<file path="src/tape_buf_pkg.sv">
package tape_buf_pkg;

  // ----------------------------------------------------------------
  // Timing
  // ----------------------------------------------------------------
  localparam int unsigned CLK_MHZ       = 250;
  localparam int unsigned REQ_DELAY_NS  = 2000;
  localparam int unsigned NS_PER_US     = 1000;

  // ----------------------------------------------------------------
  // Register map (byte addresses)
  // ----------------------------------------------------------------
  localparam logic [3:0] ADDR_STATUS = 4'h0;
  localparam logic [3:0] ADDR_MASK   = 4'h4;
  localparam logic [3:0] ADDR_FLAGS  = 4'h8;

  // Event and flag bit positions, shared by status, mask and flags
  localparam int EV_WREQ  = 0;
  localparam int EV_UNDER = 1;
  localparam int EV_RREQ  = 2;
  localparam int EV_LOST  = 3;
  localparam int EV_SYNC  = 4;
  localparam int EV_W     = 5;
  localparam int FL_HOLD  = 5;
  localparam int FL_BYTE  = 6;

  localparam logic [EV_W-1:0] MASK_RST   = 5'h00;
  localparam logic [2:0]      TX_CNT_RST = 3'h7;
  localparam logic [2:0]      TX_CNT_LD  = 3'h6;
  localparam logic [2:0]      RX_CNT_END = 3'h7;

  // ----------------------------------------------------------------
  // Types
  // ----------------------------------------------------------------
  typedef enum logic [1:0] {
    RX_SEARCH = 2'b01,
    RX_BYTE   = 2'b10
  } rx_mode_e;

  typedef struct packed {
    logic        tclk;
    logic        rclk;
    logic        rdin;
    logic        rgate;
    logic        whs;
    logic        fbs;
    logic        sbs;
    logic        rrc;
    logic        roe;
    logic [7:0]  wdata;
  } pins_s;

  typedef struct packed {
    logic        read;
    logic        write;
    logic [3:0]  address;
    logic [31:0] writedata;
    logic [3:0]  byteenable;
  } avs_req_s;

  typedef struct packed {
    pins_s           pin_prev;
    logic [2:0]      tx_cnt;
    logic [7:0]      tx_cur;
    logic            serial;
    logic [7:0]      hold;
    logic            hold_valid;
    logic [7:0]      fill;
    logic            write_request;
    logic            underrun;
    logic [15:0]     wdly_cnt;
    logic            wdly_run;
    rx_mode_e        rx_mode;
    logic [7:0]      rx_shift;
    logic [2:0]      rx_cnt;
    logic            rx_done;
    logic [7:0]      rx_byte;
    logic [15:0]     rdly_cnt;
    logic            rdly_run;
    logic            lost_pend;
    logic            rx_arm;
    logic [7:0]      sync_reg;
    logic [7:0]      read_data;
    logic            read_request;
    logic            lost;
    logic            sync_flag;
    logic [EV_W-1:0] status;
    logic [EV_W-1:0] mask;
    logic            ack;
    logic [7:0]      rdata;
  } state_s;

endpackage

</file>
<file path="src/pin_sync.sv">
`timescale 1ns/1ns
`default_nettype none

module pin_sync #(
  parameter int W = 1
) (
  input  wire logic         clk,
  input  wire logic         srst,
  input  wire logic [W-1:0] d,
  output logic      [W-1:0] q
);

  // ----------------------------------------------------------------
  // Two-stage synchroniser; first stage feeds only the second
  // ----------------------------------------------------------------
  typedef struct packed {
    logic [W-1:0] meta;
    logic [W-1:0] q;
  } sync_state_s;

  sync_state_s s_q;
  sync_state_s s_d;

  always_comb begin
    s_d      = s_q;
    s_d.meta = d;
    s_d.q    = s_q.meta;
  end

  always_ff @(posedge clk) begin
    if (srst) begin
      s_q <= '0;
    end else begin
      s_q <= s_d;
    end
  end

  assign q = s_q.q;

endmodule

`default_nettype wire

</file>
<file path="src/tape_byte_buffer.sv">
// Design decisions made here: the Avalon-MM slave port and the register addresses.
`timescale 1ns/1ns
`default_nettype none

module tape_byte_buffer #(
  parameter int unsigned REQ_NS = tape_buf_pkg::REQ_DELAY_NS
) (
  input  wire logic                   clk,
  input  wire logic                   srst,
  input  wire logic                   transmit_clock,
  input  wire logic                   receive_clock,
  input  wire logic                   serial_read_in,
  input  wire logic                   read_gate,
  input  wire logic                   write_holding_strobe,
  input  wire logic                   fill_byte_strobe,
  input  wire logic                   sync_byte_strobe,
  input  wire logic                   read_request_clear,
  input  wire logic                   read_output_enable,
  input  wire logic [7:0]             write_data_in,
  output logic                        serial_write_out,
  output logic                        write_request,
  output logic                        write_underrun_flag,
  output logic                        read_request,
  output logic                        read_lost_flag,
  output logic                        sync_match_flag,
  output logic [7:0]                  parallel_read_bus_o,
  output logic                        parallel_read_bus_oe,
  input  wire tape_buf_pkg::avs_req_s avs_req,
  output logic [31:0]                 avs_readdata,
  output logic                        avs_waitrequest,
  output logic                        irq
);
  import tape_buf_pkg::*;

  // Delay counts round down; never below one cycle
  localparam int unsigned REQ_RAW = (REQ_NS * CLK_MHZ) / NS_PER_US;
  localparam logic [15:0] REQ_CYC = 16'((REQ_RAW < 1) ? 1 : REQ_RAW);

  localparam state_s ST_RST = '{
    rx_mode: RX_SEARCH,
    tx_cnt:  TX_CNT_RST,
    mask:    MASK_RST,
    default: '0
  };
  state_s s_q;
  state_s s_d;
  pins_s  pin;

  logic            tx_edge;
  logic            rx_fall;
  logic            whs_rise;
  logic            fbs_rise;
  logic            sbs_rise;
  logic            rrc_rise;
  logic            tx_load;
  logic            wdly_end;
  logic            rdly_end;
  logic [7:0]      rx_shift_next;
  logic            bus_req;
  logic            bus_take;
  logic [EV_W-1:0] ev;
  logic [6:0]      flags;

  // ----------------------------------------------------------------
  // Input synchronisers and edge finding
  // ----------------------------------------------------------------
  pin_sync #(
    .W ($bits(pins_s))
  ) u_sync (
    .clk  (clk),
    .srst (srst),
    .d    ({transmit_clock, receive_clock, serial_read_in, read_gate,
            write_holding_strobe, fill_byte_strobe, sync_byte_strobe,
            read_request_clear, read_output_enable, write_data_in}),
    .q    (pin)
  );

  assign tx_edge       = pin.tclk & ~s_q.pin_prev.tclk;
  assign rx_fall       = ~pin.rclk & s_q.pin_prev.rclk;
  assign whs_rise      = pin.whs & ~s_q.pin_prev.whs;
  assign fbs_rise      = pin.fbs & ~s_q.pin_prev.fbs;
  assign sbs_rise      = pin.sbs & ~s_q.pin_prev.sbs;
  assign rrc_rise      = pin.rrc & ~s_q.pin_prev.rrc;
  assign tx_load       = tx_edge & (s_q.tx_cnt == TX_CNT_LD);
  assign wdly_end      = s_q.wdly_run & (s_q.wdly_cnt == 16'h0001);
  assign rdly_end      = s_q.rdly_run & (s_q.rdly_cnt == 16'h0001) & ~(rx_fall & s_q.rx_done);
  assign rx_shift_next = {pin.rdin, s_q.rx_shift[7:1]};
  assign bus_req       = avs_req.read | avs_req.write;
  assign bus_take      = bus_req & s_q.ack;

  assign flags = {s_q.rx_mode == RX_BYTE, s_q.hold_valid, s_q.sync_flag,
                  s_q.lost, s_q.read_request, s_q.underrun, s_q.write_request};

  // ----------------------------------------------------------------
  // Next state
  // ----------------------------------------------------------------
  always_comb begin
    s_d          = s_q;
    ev           = '0;
    s_d.pin_prev = pin;

    // Transmit side: one bit per rising transmit clock edge, LSB first
    if (tx_edge) begin
      s_d.tx_cnt = s_q.tx_cnt + 3'd1;
      if (tx_load) begin
        s_d.serial     = s_q.tx_cur[7];
        s_d.tx_cur     = s_q.hold_valid ? s_q.hold : s_q.fill;
        s_d.hold_valid = 1'b0;
        s_d.wdly_cnt   = REQ_CYC;
        s_d.wdly_run   = 1'b1;
        if (!s_q.hold_valid) begin
          s_d.underrun    = 1'b1;
          ev[EV_UNDER]    = 1'b1;
        end
      end else begin
        s_d.serial = s_q.tx_cur[s_q.tx_cnt + 3'd1];
      end
    end

    // Write request follows the reload after the fixed delay
    if (s_q.wdly_run && !tx_load) begin
      s_d.wdly_cnt = s_q.wdly_cnt - 16'd1;
      if (wdly_end) begin
        s_d.wdly_run = 1'b0;
        if (!s_q.hold_valid && !whs_rise) begin
          s_d.write_request = 1'b1;
          ev[EV_WREQ]       = 1'b1;
        end
      end
    end

    // A strobe that beats the reload edge supplies the next byte
    if (whs_rise) begin
      s_d.hold          = pin.wdata;
      s_d.hold_valid    = 1'b1;
      s_d.write_request = 1'b0;
      if (!(tx_load && !s_q.hold_valid)) begin
        s_d.underrun = 1'b0;
      end
    end
    if (fbs_rise) begin
      s_d.fill = pin.wdata;
    end
    if (sbs_rise) begin
      s_d.sync_reg = pin.wdata;
    end

    // Clear comes first so a same-cycle set wins
    if (rrc_rise) begin
      s_d.read_request = 1'b0;
    end

    // Receive side: sample on falling receive clock edges
    if (rx_fall && !pin.rgate) begin
      s_d.rx_shift = rx_shift_next;
      if (s_q.rx_done) begin
        s_d.rx_done   = 1'b0;
        s_d.lost_pend = s_q.read_request;
        s_d.rdly_cnt  = REQ_CYC;
        s_d.rdly_run  = 1'b1;
      end
      if (s_q.rx_arm) begin
        s_d.rx_arm       = 1'b0;
        s_d.read_request = 1'b1;
        ev[EV_RREQ]      = 1'b1;
      end
      unique case (s_q.rx_mode)
        RX_SEARCH: begin
          if (rx_shift_next == s_q.sync_reg) begin
            s_d.rx_mode = RX_BYTE;
            s_d.rx_cnt  = 3'd0;
            s_d.rx_done = 1'b1;
            s_d.rx_byte = rx_shift_next;
          end
        end
        RX_BYTE: begin
          s_d.rx_cnt = s_q.rx_cnt + 3'd1;
          if (s_q.rx_cnt == RX_CNT_END) begin
            s_d.rx_done = 1'b1;
            s_d.rx_byte = rx_shift_next;
          end
        end
        default: begin
          s_d.rx_mode = RX_SEARCH;
        end
      endcase
    end

    // Status outputs update when the receive delay runs out
    if (s_q.rdly_run && !(rx_fall && s_q.rx_done)) begin
      s_d.rdly_cnt = s_q.rdly_cnt - 16'd1;
      if (rdly_end) begin
        s_d.rdly_run  = 1'b0;
        s_d.read_data = s_q.rx_byte;
        s_d.sync_flag = (s_q.rx_byte == s_q.sync_reg);
        s_d.rx_arm    = 1'b1;
        if (s_q.lost_pend) begin
          s_d.lost     = 1'b1;
          ev[EV_LOST]  = 1'b1;
        end
        if (s_q.rx_byte == s_q.sync_reg) begin
          ev[EV_SYNC] = 1'b1;
        end
      end
    end

    // Gate high holds the reader idle; its fall starts the search
    if (pin.rgate) begin
      s_d.read_request = 1'b0;
      s_d.sync_flag    = 1'b0;
      s_d.lost         = 1'b0;
      s_d.rx_mode      = RX_SEARCH;
      s_d.rx_done      = 1'b0;
      s_d.rdly_run     = 1'b0;
      s_d.rx_arm       = 1'b0;
      ev[EV_RREQ]      = 1'b0;
      ev[EV_LOST]      = 1'b0;
      ev[EV_SYNC]      = 1'b0;
    end

    // Bus slave: one wait cycle, then the answer
    s_d.ack = bus_req & ~s_q.ack;
    if (bus_req && !s_q.ack) begin
      unique case (avs_req.address)
        ADDR_STATUS: s_d.rdata = {3'd0, s_q.status};
        ADDR_MASK:   s_d.rdata = {3'd0, s_q.mask};
        ADDR_FLAGS:  s_d.rdata = {1'b0, flags};
        default:     s_d.rdata = 8'h00;
      endcase
    end

    // Read clears only what was reported, so new events survive
    s_d.status = s_q.status | ev;
    if (bus_take && avs_req.read && avs_req.address == ADDR_STATUS) begin
      s_d.status = (s_q.status & ~s_q.rdata[EV_W-1:0]) | ev;
    end
    if (bus_take && avs_req.write && avs_req.address == ADDR_MASK
        && avs_req.byteenable[0]) begin
      s_d.mask = avs_req.writedata[EV_W-1:0];
    end
  end

  always_ff @(posedge clk) begin
    if (srst) begin
      s_q <= ST_RST;
    end else begin
      s_q <= s_d;
    end
  end

  // ----------------------------------------------------------------
  // Outputs
  // ----------------------------------------------------------------
  assign serial_write_out     = s_q.serial;
  assign write_request        = s_q.write_request;
  assign write_underrun_flag  = s_q.underrun;
  assign read_request         = s_q.read_request;
  assign read_lost_flag       = s_q.lost;
  assign sync_match_flag      = s_q.sync_flag;
  assign parallel_read_bus_o  = s_q.read_data;
  assign parallel_read_bus_oe = pin.roe;
  assign avs_readdata         = {24'h00_0000, s_q.rdata};
  assign avs_waitrequest      = bus_req & ~s_q.ack;
  assign irq                  = |(s_q.status & s_q.mask);
endmodule

`default_nettype wire

</file>
<file path="config.mk">
export PLATFORM = sky130hd
export DESIGN_NAME = tape_byte_buffer
export DESIGN_NICKNAME = d
export VERILOG_FILES = /design/src/tape_buf_pkg.sv /design/src/pin_sync.sv /design/src/tape_byte_buffer.sv
export SDC_FILE = /design/constraint.sdc
export NUM_CORES = 1
export LEC_CHECK = 0
export BUFFER_PORTS_ARGS = -buffer_cell sky130_fd_sc_hd__buf_4
export CAP_MARGIN = 20
export CORE_ASPECT_RATIO = 0.8
export CORE_MARGIN = 4
export CORE_UTILIZATION = 36
export DETAILED_ROUTE_END_ITERATION = 7
export PLACE_DENSITY = 0.68
export SLEW_MARGIN = 0
export SYNTH_ARGS = -nofsm -noshare
export SYNTH_HDL_FRONTEND = slang
export SYNTH_SLANG_ARGS = --single-unit
</file>
<file path="constraint.sdc">
create_clock -name clk -period 2.05 [get_ports clk]
set_clock_uncertainty 0.1 [all_clocks]
set_input_delay 0.615 -clock clk [delete_from_list [all_inputs] [get_ports clk]]
set_output_delay 0.615 -clock clk [all_outputs]
set_load 0.02 [all_outputs]
</file>
==> reports/qor.yml, run 1 <==
clock_tree:
  cts_max_level: 4
  clkLatencyLatePin_ns: 0.43
  clk_transition_reported_paths_ns: 0.07
  cts_buffers: 17
  cts_tree: "done"
  cts_sinks: 165
  clock-root-buffer: "clkbuf_16"
  cts_buffer_depth: 2
grt:
  grt_usage: 0.129
  overflow: 0
  grt_pass1_vias: 4690
  antenna_found_initial: 0
  grt_max_degree: 57
  grt_pass1_wl_um: 22800
timing:
  hold_violations: 0
  fin_crit_ns: 2.09
  max_freq_mhz: 478
  hold_ws_ns: 0.293
  fin_ws_ns: -0.0405
  rsz0062_at_grt: "yes"
  tightest_slew_ns: 0.520
  finalSetupViolations: 1
  maxSlewViolCount: 0
  fin_crit_sh: 1.02
  relSlewSlack: 0.650
setup_path:
  ff2ff_path_depth: 5
  crit_chain: "a222oi_1 -> nand2_1 -> buf_6"
  start_kind: "register"
  cp_max_fo: 3
  slowest_stage: "dfxtp_2"
  timing.rr.start: "s_q[43]"
  cp.arrival_ns: 1.38
  critical_path_class: "register to output pin"
  slowest_delay_ns: 0.34
  worst_r2r_endpoint: "s_q[51]"
  required_ns: 1.33
  r2r_slack_ns: 0.07
  worstSetupEndpointType: "output pin"
hold_path:
  min_to: "u_sync.s_d[6]"
  hold_start: "write_data_in[6]"
  hp-class: "input pin to register"
  whs_path_depth: 2
synth:
  synthFlopType: "dfxtp_1"
  synth_area_per_cell_um2: 9.19
  synth_cell_types: 60
  synth_most_common_cell: "dfxtp_1"
  yosysWarnings: 0
  syn-cell-area_um2: 6900
  ys_seq_area_frac: 0.478
  synth_top_area_share: 0.478
  synthTopCellsByArea: "dfxtp_1 (48%), mux2i_1 (5.4%), a21oi_1 (4.8%)"
  ys_ff_latch: 165
  synth_edf_count: 0
  synthesis.instances: 751
  synth_commonest_cells: "dfxtp_1 (165), nor2_1 (77), nand2_1 (75), a21oi_1 (66), nor2b_1 (45)"
  async_flop_share: 0
  synth_top_area_cell: "dfxtp_1"
status:
  status: "finished with violations"
  violations: "negative setup slack"
pwr:
  worst_ir_drop_vdd_mv: 0.526
  power_mw: 6.67
  power.leakage_nw: 3.11
  p_per_area_nw_per_um2: 813
placed_design:
  placed_cell_area_um2: 7600
  dp_hpwl_um: 9760
  dp_slack_ns: 0.0587
  place_congestion: 0.835
  port_buffers: 54
floorplan:
  ios: 110
  die-area_um2: 21500
  fp.dieW_um: 163
  core_um2: 18900
  start_util: 0.365
  rows: 45
  die_h_um: 132
routing:
  dr_total_vias: 5153
  ant_nets: 0
  dr.first_iter.drc_count: 251
  viasPerCell: 4.75
  drt-wirelength-per-cell_um: 13.0
  drt_first_pass_iters: 5
  postRouteWirelength_um: 14000
  drcViolationCount: 0
final_layout:
  antenna_cells: 0
  fillerInstances: 1869
  fin_area_um2: 8210
  nNetsFinal: 884
  area_delta_synth_final_pct: 18.9
  multi_input_area_um2: 3230
  seq_area_um2: 3310
  drive_above_1_share: 0.183
job:
  drv_cap: 0
-- cell families after synthesis --
family                   after synthesis  share of synthesized area
AND/OR/NAND/NOR                      275                      0.206
flip-flops                           165                      0.478
AO/OA/AOI/OAI                        126                      0.109
buffers and inverters                 93                     0.0738
multiplexers                          43                     0.0667
XOR/XNOR                              38                     0.0482
adder cells (fa/ha/maj)               10                     0.0181
other                                  1                   0.000543
-- worst max path at each step --
stage / start / endpoint / cells after the start
global placement: avs_req[38] / s_q[11] / 7
detailed placement: s_q[52] / s_q[18] / 5
global route: s_q[14] / irq / 3
CTS: s_q[9] / irq / 3
finish: s_q[14] / irq / 3
floorplan: avs_req[39] / s_q[11] / 6
-- worst max-delay path, delay by kind of cell, from the launching register on --
kind / cells / cell delay [ns]
flops: 1 / 0.34
compound gates: 1 / 0.34
buf+inv: 1 / 0.15
simple gates: 1 / 0.12
-- metrics by stage --
step	instances	util	TNS, ns
after floorplan	775	-	0
after global placement	1049	0.402	0
after detailed placement	1049	0.402	0
after CTS	1082	0.431	-0.0442
after global routing	1084	0.434	-0.103
final	1084	0.434	-0.0405
-- layout make-up --
| type | instances | area share |
|---|---|---|
| flip-flops and latches | 165 | 0.403 |
| multi-input cells | 518 | 0.393 |
| clock inverters | 14 | 0.0142 |
| inverters | 16 | 0.00732 |
| well taps | 258 | 0.0393 |
| clock buffers | 18 | 0.0523 |
| repair buffers | 95 | 0.0904 |
-- layout by cell type (no fill, tap or decap), types with 3 or more instances in the layout --
master / Yosys / layout
buf_4: 42 / 92
nand4b_1: 4 / 4
inv_6: 0 / 5
o21ai_0: 25 / 25
nand2_1: 75 / 75
nand3_1: 6 / 5
dfxtp_1: 165 / 161
conb_1: 1 / 25
dfxtp_2: 0 / 4
nand2b_1: 10 / 10
nor4_1: 5 / 5
mux2i_1: 37 / 37
or3_1: 4 / 3
or4_1: 3 / 3
clkbuf_16: 0 / 17
ha_1: 10 / 10
a21oi_1: 66 / 65
or4b_1: 3 / 3
xnor2_1: 30 / 30
clkinvlp_4: 0 / 4
clkinv_4: 0 / 3
nor2b_1: 45 / 44
inv_1: 16 / 16
a22oi_1: 8 / 8
mux2_1: 3 / 3
nor2_1: 77 / 76
a211oi_1: 11 / 11
xor2_1: 8 / 8
nand4_1: 15 / 15
nand3b_1: 7 / 7
nor3_1: 7 / 7
-- layer usage --
metal,GRT usage,share of wire
met2,0.193,0.43
met4,0.0396,0.011
met1,0.181,0.50
met3,0.0344,0.059
met5,0,0
-- report_power, final --
part           switching [mW]  total (mW)  leakage [nW]  internal [mW]
Combinational           0.244       0.418          1.51          0.174
Clock                    1.38        2.95         0.256           1.58
Sequential             0.0346        3.30          1.34           3.26
-- what timing repair did --
action	CTS	global route
cloned	0	1
pin swaps	2	7
hold buffers	0	0
endpoints found under the setup margin	1	18
gates resized for setup	4	9
setup buffers	1	1
-- flip-flops by register name, summed over array words and instances (netlist names) --
signal               flops
avs_readdata             7
flags                    1
parallel_read_bus_o      8
read_lost_flag           1
read_request             1
rx_shift_next            7
s_q                    102
serial_write_out         1
sync_match_flag          1
u_sync.q                17
u_sync.s_d              17
write_request            1
write_underrun_flag      1
Power figures use the tool's default switching activity.
==> run 2: changes to the inputs <==
--- a/config.mk
+++ b/config.mk
@@ -12,7 +12,7 @@
 export CORE_UTILIZATION = 36
 export DETAILED_ROUTE_END_ITERATION = 7
 export PLACE_DENSITY = 0.68
-export SLEW_MARGIN = 0
+export RECOVER_POWER = 100
 export SYNTH_ARGS = -nofsm -noshare
 export SYNTH_HDL_FRONTEND = slang
 export SYNTH_SLANG_ARGS = --single-unit
==> reports/qor.yml, run 2 (synthesis gave the netlist of run 1 again) <==
timing:
  fin_ws_ns: -0.0438  # -0.00337 ns
  fin_tns_setup_ns: -0.0438  # -0.00337 ns
  rsz0062_at_grt: "yes"
  maxSlewViolCount: 0  # unchanged
  hold_violations: 0  # unchanged
  finalSetupViolations: 1  # unchanged
  fin_crit_ns: 2.09  # +0.00337 ns
  max_freq_mhz: 478  # -0.16%
  fin_crit_sh: 1.02  # +0.00164
  tightest_slew_ns: 0.941  # +0.420 ns
  relSlewSlack: 0.373  # -0.277
placed_design:
  place_congestion: 0.835  # unchanged
  port_buffers: 54  # unchanged
  dp_hpwl_um: 9760  # unchanged
  dp_slack_ns: 0.0587  # unchanged
  placed_cell_area_um2: 7600  # unchanged
  dp.cells: 1049  # unchanged
setup_path:
  required_ns: 1.33  # about the same
  slowest_stage: "a222oi_1"
  worstSetupEndpointType: "output pin"
  worst_r2r_endpoint: "s_q[51]"
  ff2ff_path_depth: 5  # unchanged
  r2r_slack_ns: 0.03  # -0.04 ns
  crit_chain: "a222oi_1 -> nand2_1 -> buf_6"
  timing.rr.start: "s_q[43]"
  critical_path_class: "register to output pin"
  cp_max_fo: 3  # unchanged
  cp.arrival_ns: 1.38  # about the same
  slowest_delay_ns: 0.35  # about the same
  start_kind: "register"
final_layout:
  area_delta_synth_final_pct: 16.8
  layout.cells.non_filler: 1084  # unchanged
  final_common_cell: "dfxtp_1"
  fin_area_um2: 8070  # -1.7%
  largest_register_ffs: 102  # unchanged
  nNetsFinal: 884  # unchanged
  drive_above_1_share: 0.148  # -0.0351
  antenna_cells: 0  # unchanged
  largest_register: "s_q"
  final_cell_mix: "dfxtp_1 (161), nor2_1 (77), nand2_1 (75), a21oi_1 (65), buf_4 (61)"
  post-route-util: 0.426  # -0.00754
grt:
  grt_max_degree: 57  # unchanged
  grt_pass1_vias: 4690  # unchanged
  overflow: 0  # unchanged
  antenna_found_initial: 0  # unchanged
  grt_usage: 0.129  # unchanged
  grt_pass1_wl_um: 22800  # unchanged
routing:
  drt-wirelength-per-cell_um: 13.0  # about the same
  viasPerCell: 4.72  # -0.80%
  dr.first_iter.drc_count: 222  # -12%
  postRouteWirelength_um: 14000  # about the same
  ant_nets: 0  # unchanged
  drcViolationCount: 0  # unchanged
  dr_total_vias: 5112  # -0.80%
  drt_first_pass_iters: 5  # unchanged
hold_path:
  hp-class: "input pin to register"
  hold_start: "write_data_in[6]"
  whs_path_depth: 2  # unchanged
  min_to: "u_sync.s_d[6]"
floorplan:
  rows: 45  # unchanged
  core_um2: 18900  # unchanged
  fp.dieW_um: 163  # unchanged
  ios: 110  # unchanged
  die-area_um2: 21500  # unchanged
  die_h_um: 132  # unchanged
  start_util: 0.365  # unchanged
status:
  violations: "negative setup slack"
  status: "finished with violations"
clock_tree:
  ctsHoldBuffers: 0  # unchanged
  cts_buffers: 17  # unchanged
  cts_buffer_depth: 2  # unchanged
  cts_max_level: 4  # unchanged
  clk_transition_reported_paths_ns: 0.07  # about the same
  clock-root-buffer: "clkbuf_16"
  cts_sinks: 165  # unchanged
  cts_tree: "done"
  clkLatencyLatePin_ns: 0.42  # about the same
job:
  drv_cap: 0  # unchanged
pwr:
  p_per_area_nw_per_um2: 824  # +1.5%
  worst_ir_drop_vdd_mv: 0.536  # +1.9%
  power.leakage_nw: 2.98  # -4.0%
==> run 2: cell count changes in the layout (fill, tap and decap cells not counted), sizes merged <==
cell    delta
buf       -33
clkbuf    +33
==> run 2: repair_timing <==
action,CTS,global route
pin swaps,2,7
gates cloned,0,1
setup endpoints to repair,1,18
setup buffers,1,1
resized for setup,4,9
==> run 2: layout make-up <==
| type | count | area (um^2) |
|---|---|---|
| Clock buffer | 18 | 429 |
| Clock inverter | 14 | 116 |
| Sequential cell | 165 | 3310 |
| Tap cell | 258 | 323 |
| Multi-Input combinational cell | 518 | 3220 |
| Inverter | 16 | 60.1 |
| Fill cell | 1897 | 10900 |
| Timing Repair Buffer | 95 | 609 |
==> run 2: critical path: cells and delay by family (launching register included) <==
kind	cells	cell delay [ns]
flip-flops	1	0.34
buffers and inverters	1	0.15
AO/OA/AOI/OAI	1	0.35
AND/OR/NAND/NOR	1	0.12
==> run 2: worst max-delay path by stage <==
stage,startpoint,end,slack [ns],depth (start not counted)
4_1_cts,s_q[9],irq,-0.04,3
3_3_place_gp,avs_req[38],s_q[11],0.09,7
3_5_place_dp,s_q[52],s_q[18],0.06,5
2_1_floorplan,avs_req[39],s_q[11],0.03,6
5_1_grt,s_q[14],irq,-0.07,3
6_report,s_q[14],irq,-0.04,3
==> run 2: power by group <==
part | switching, mW | internal (mW)
sequential | 0.0344 | 3.26
clock | 1.37 | 1.58
combinational | 0.242 | 0.159
==> run 2: layer usage <==
metal,wire length (um),part of all wire,track usage,up-vias
li1,-,-,-,2625
met1,7140,0.51,0.181,2358
met2,6040,0.43,0.193,114
met3,723,0.051,0.0344,15
met4,149,0.011,0.0396,0
met5,0,0,0,-
==> run 2: stage by stage <==
step	power (mW)	hold WS (ns)
finish	6.65	0.295
global route	6.89	0.288
detailed placement	3.78	0.322
floorplan	3.66	0.305
CTS	6.72	0.282
global placement	3.78	0.314
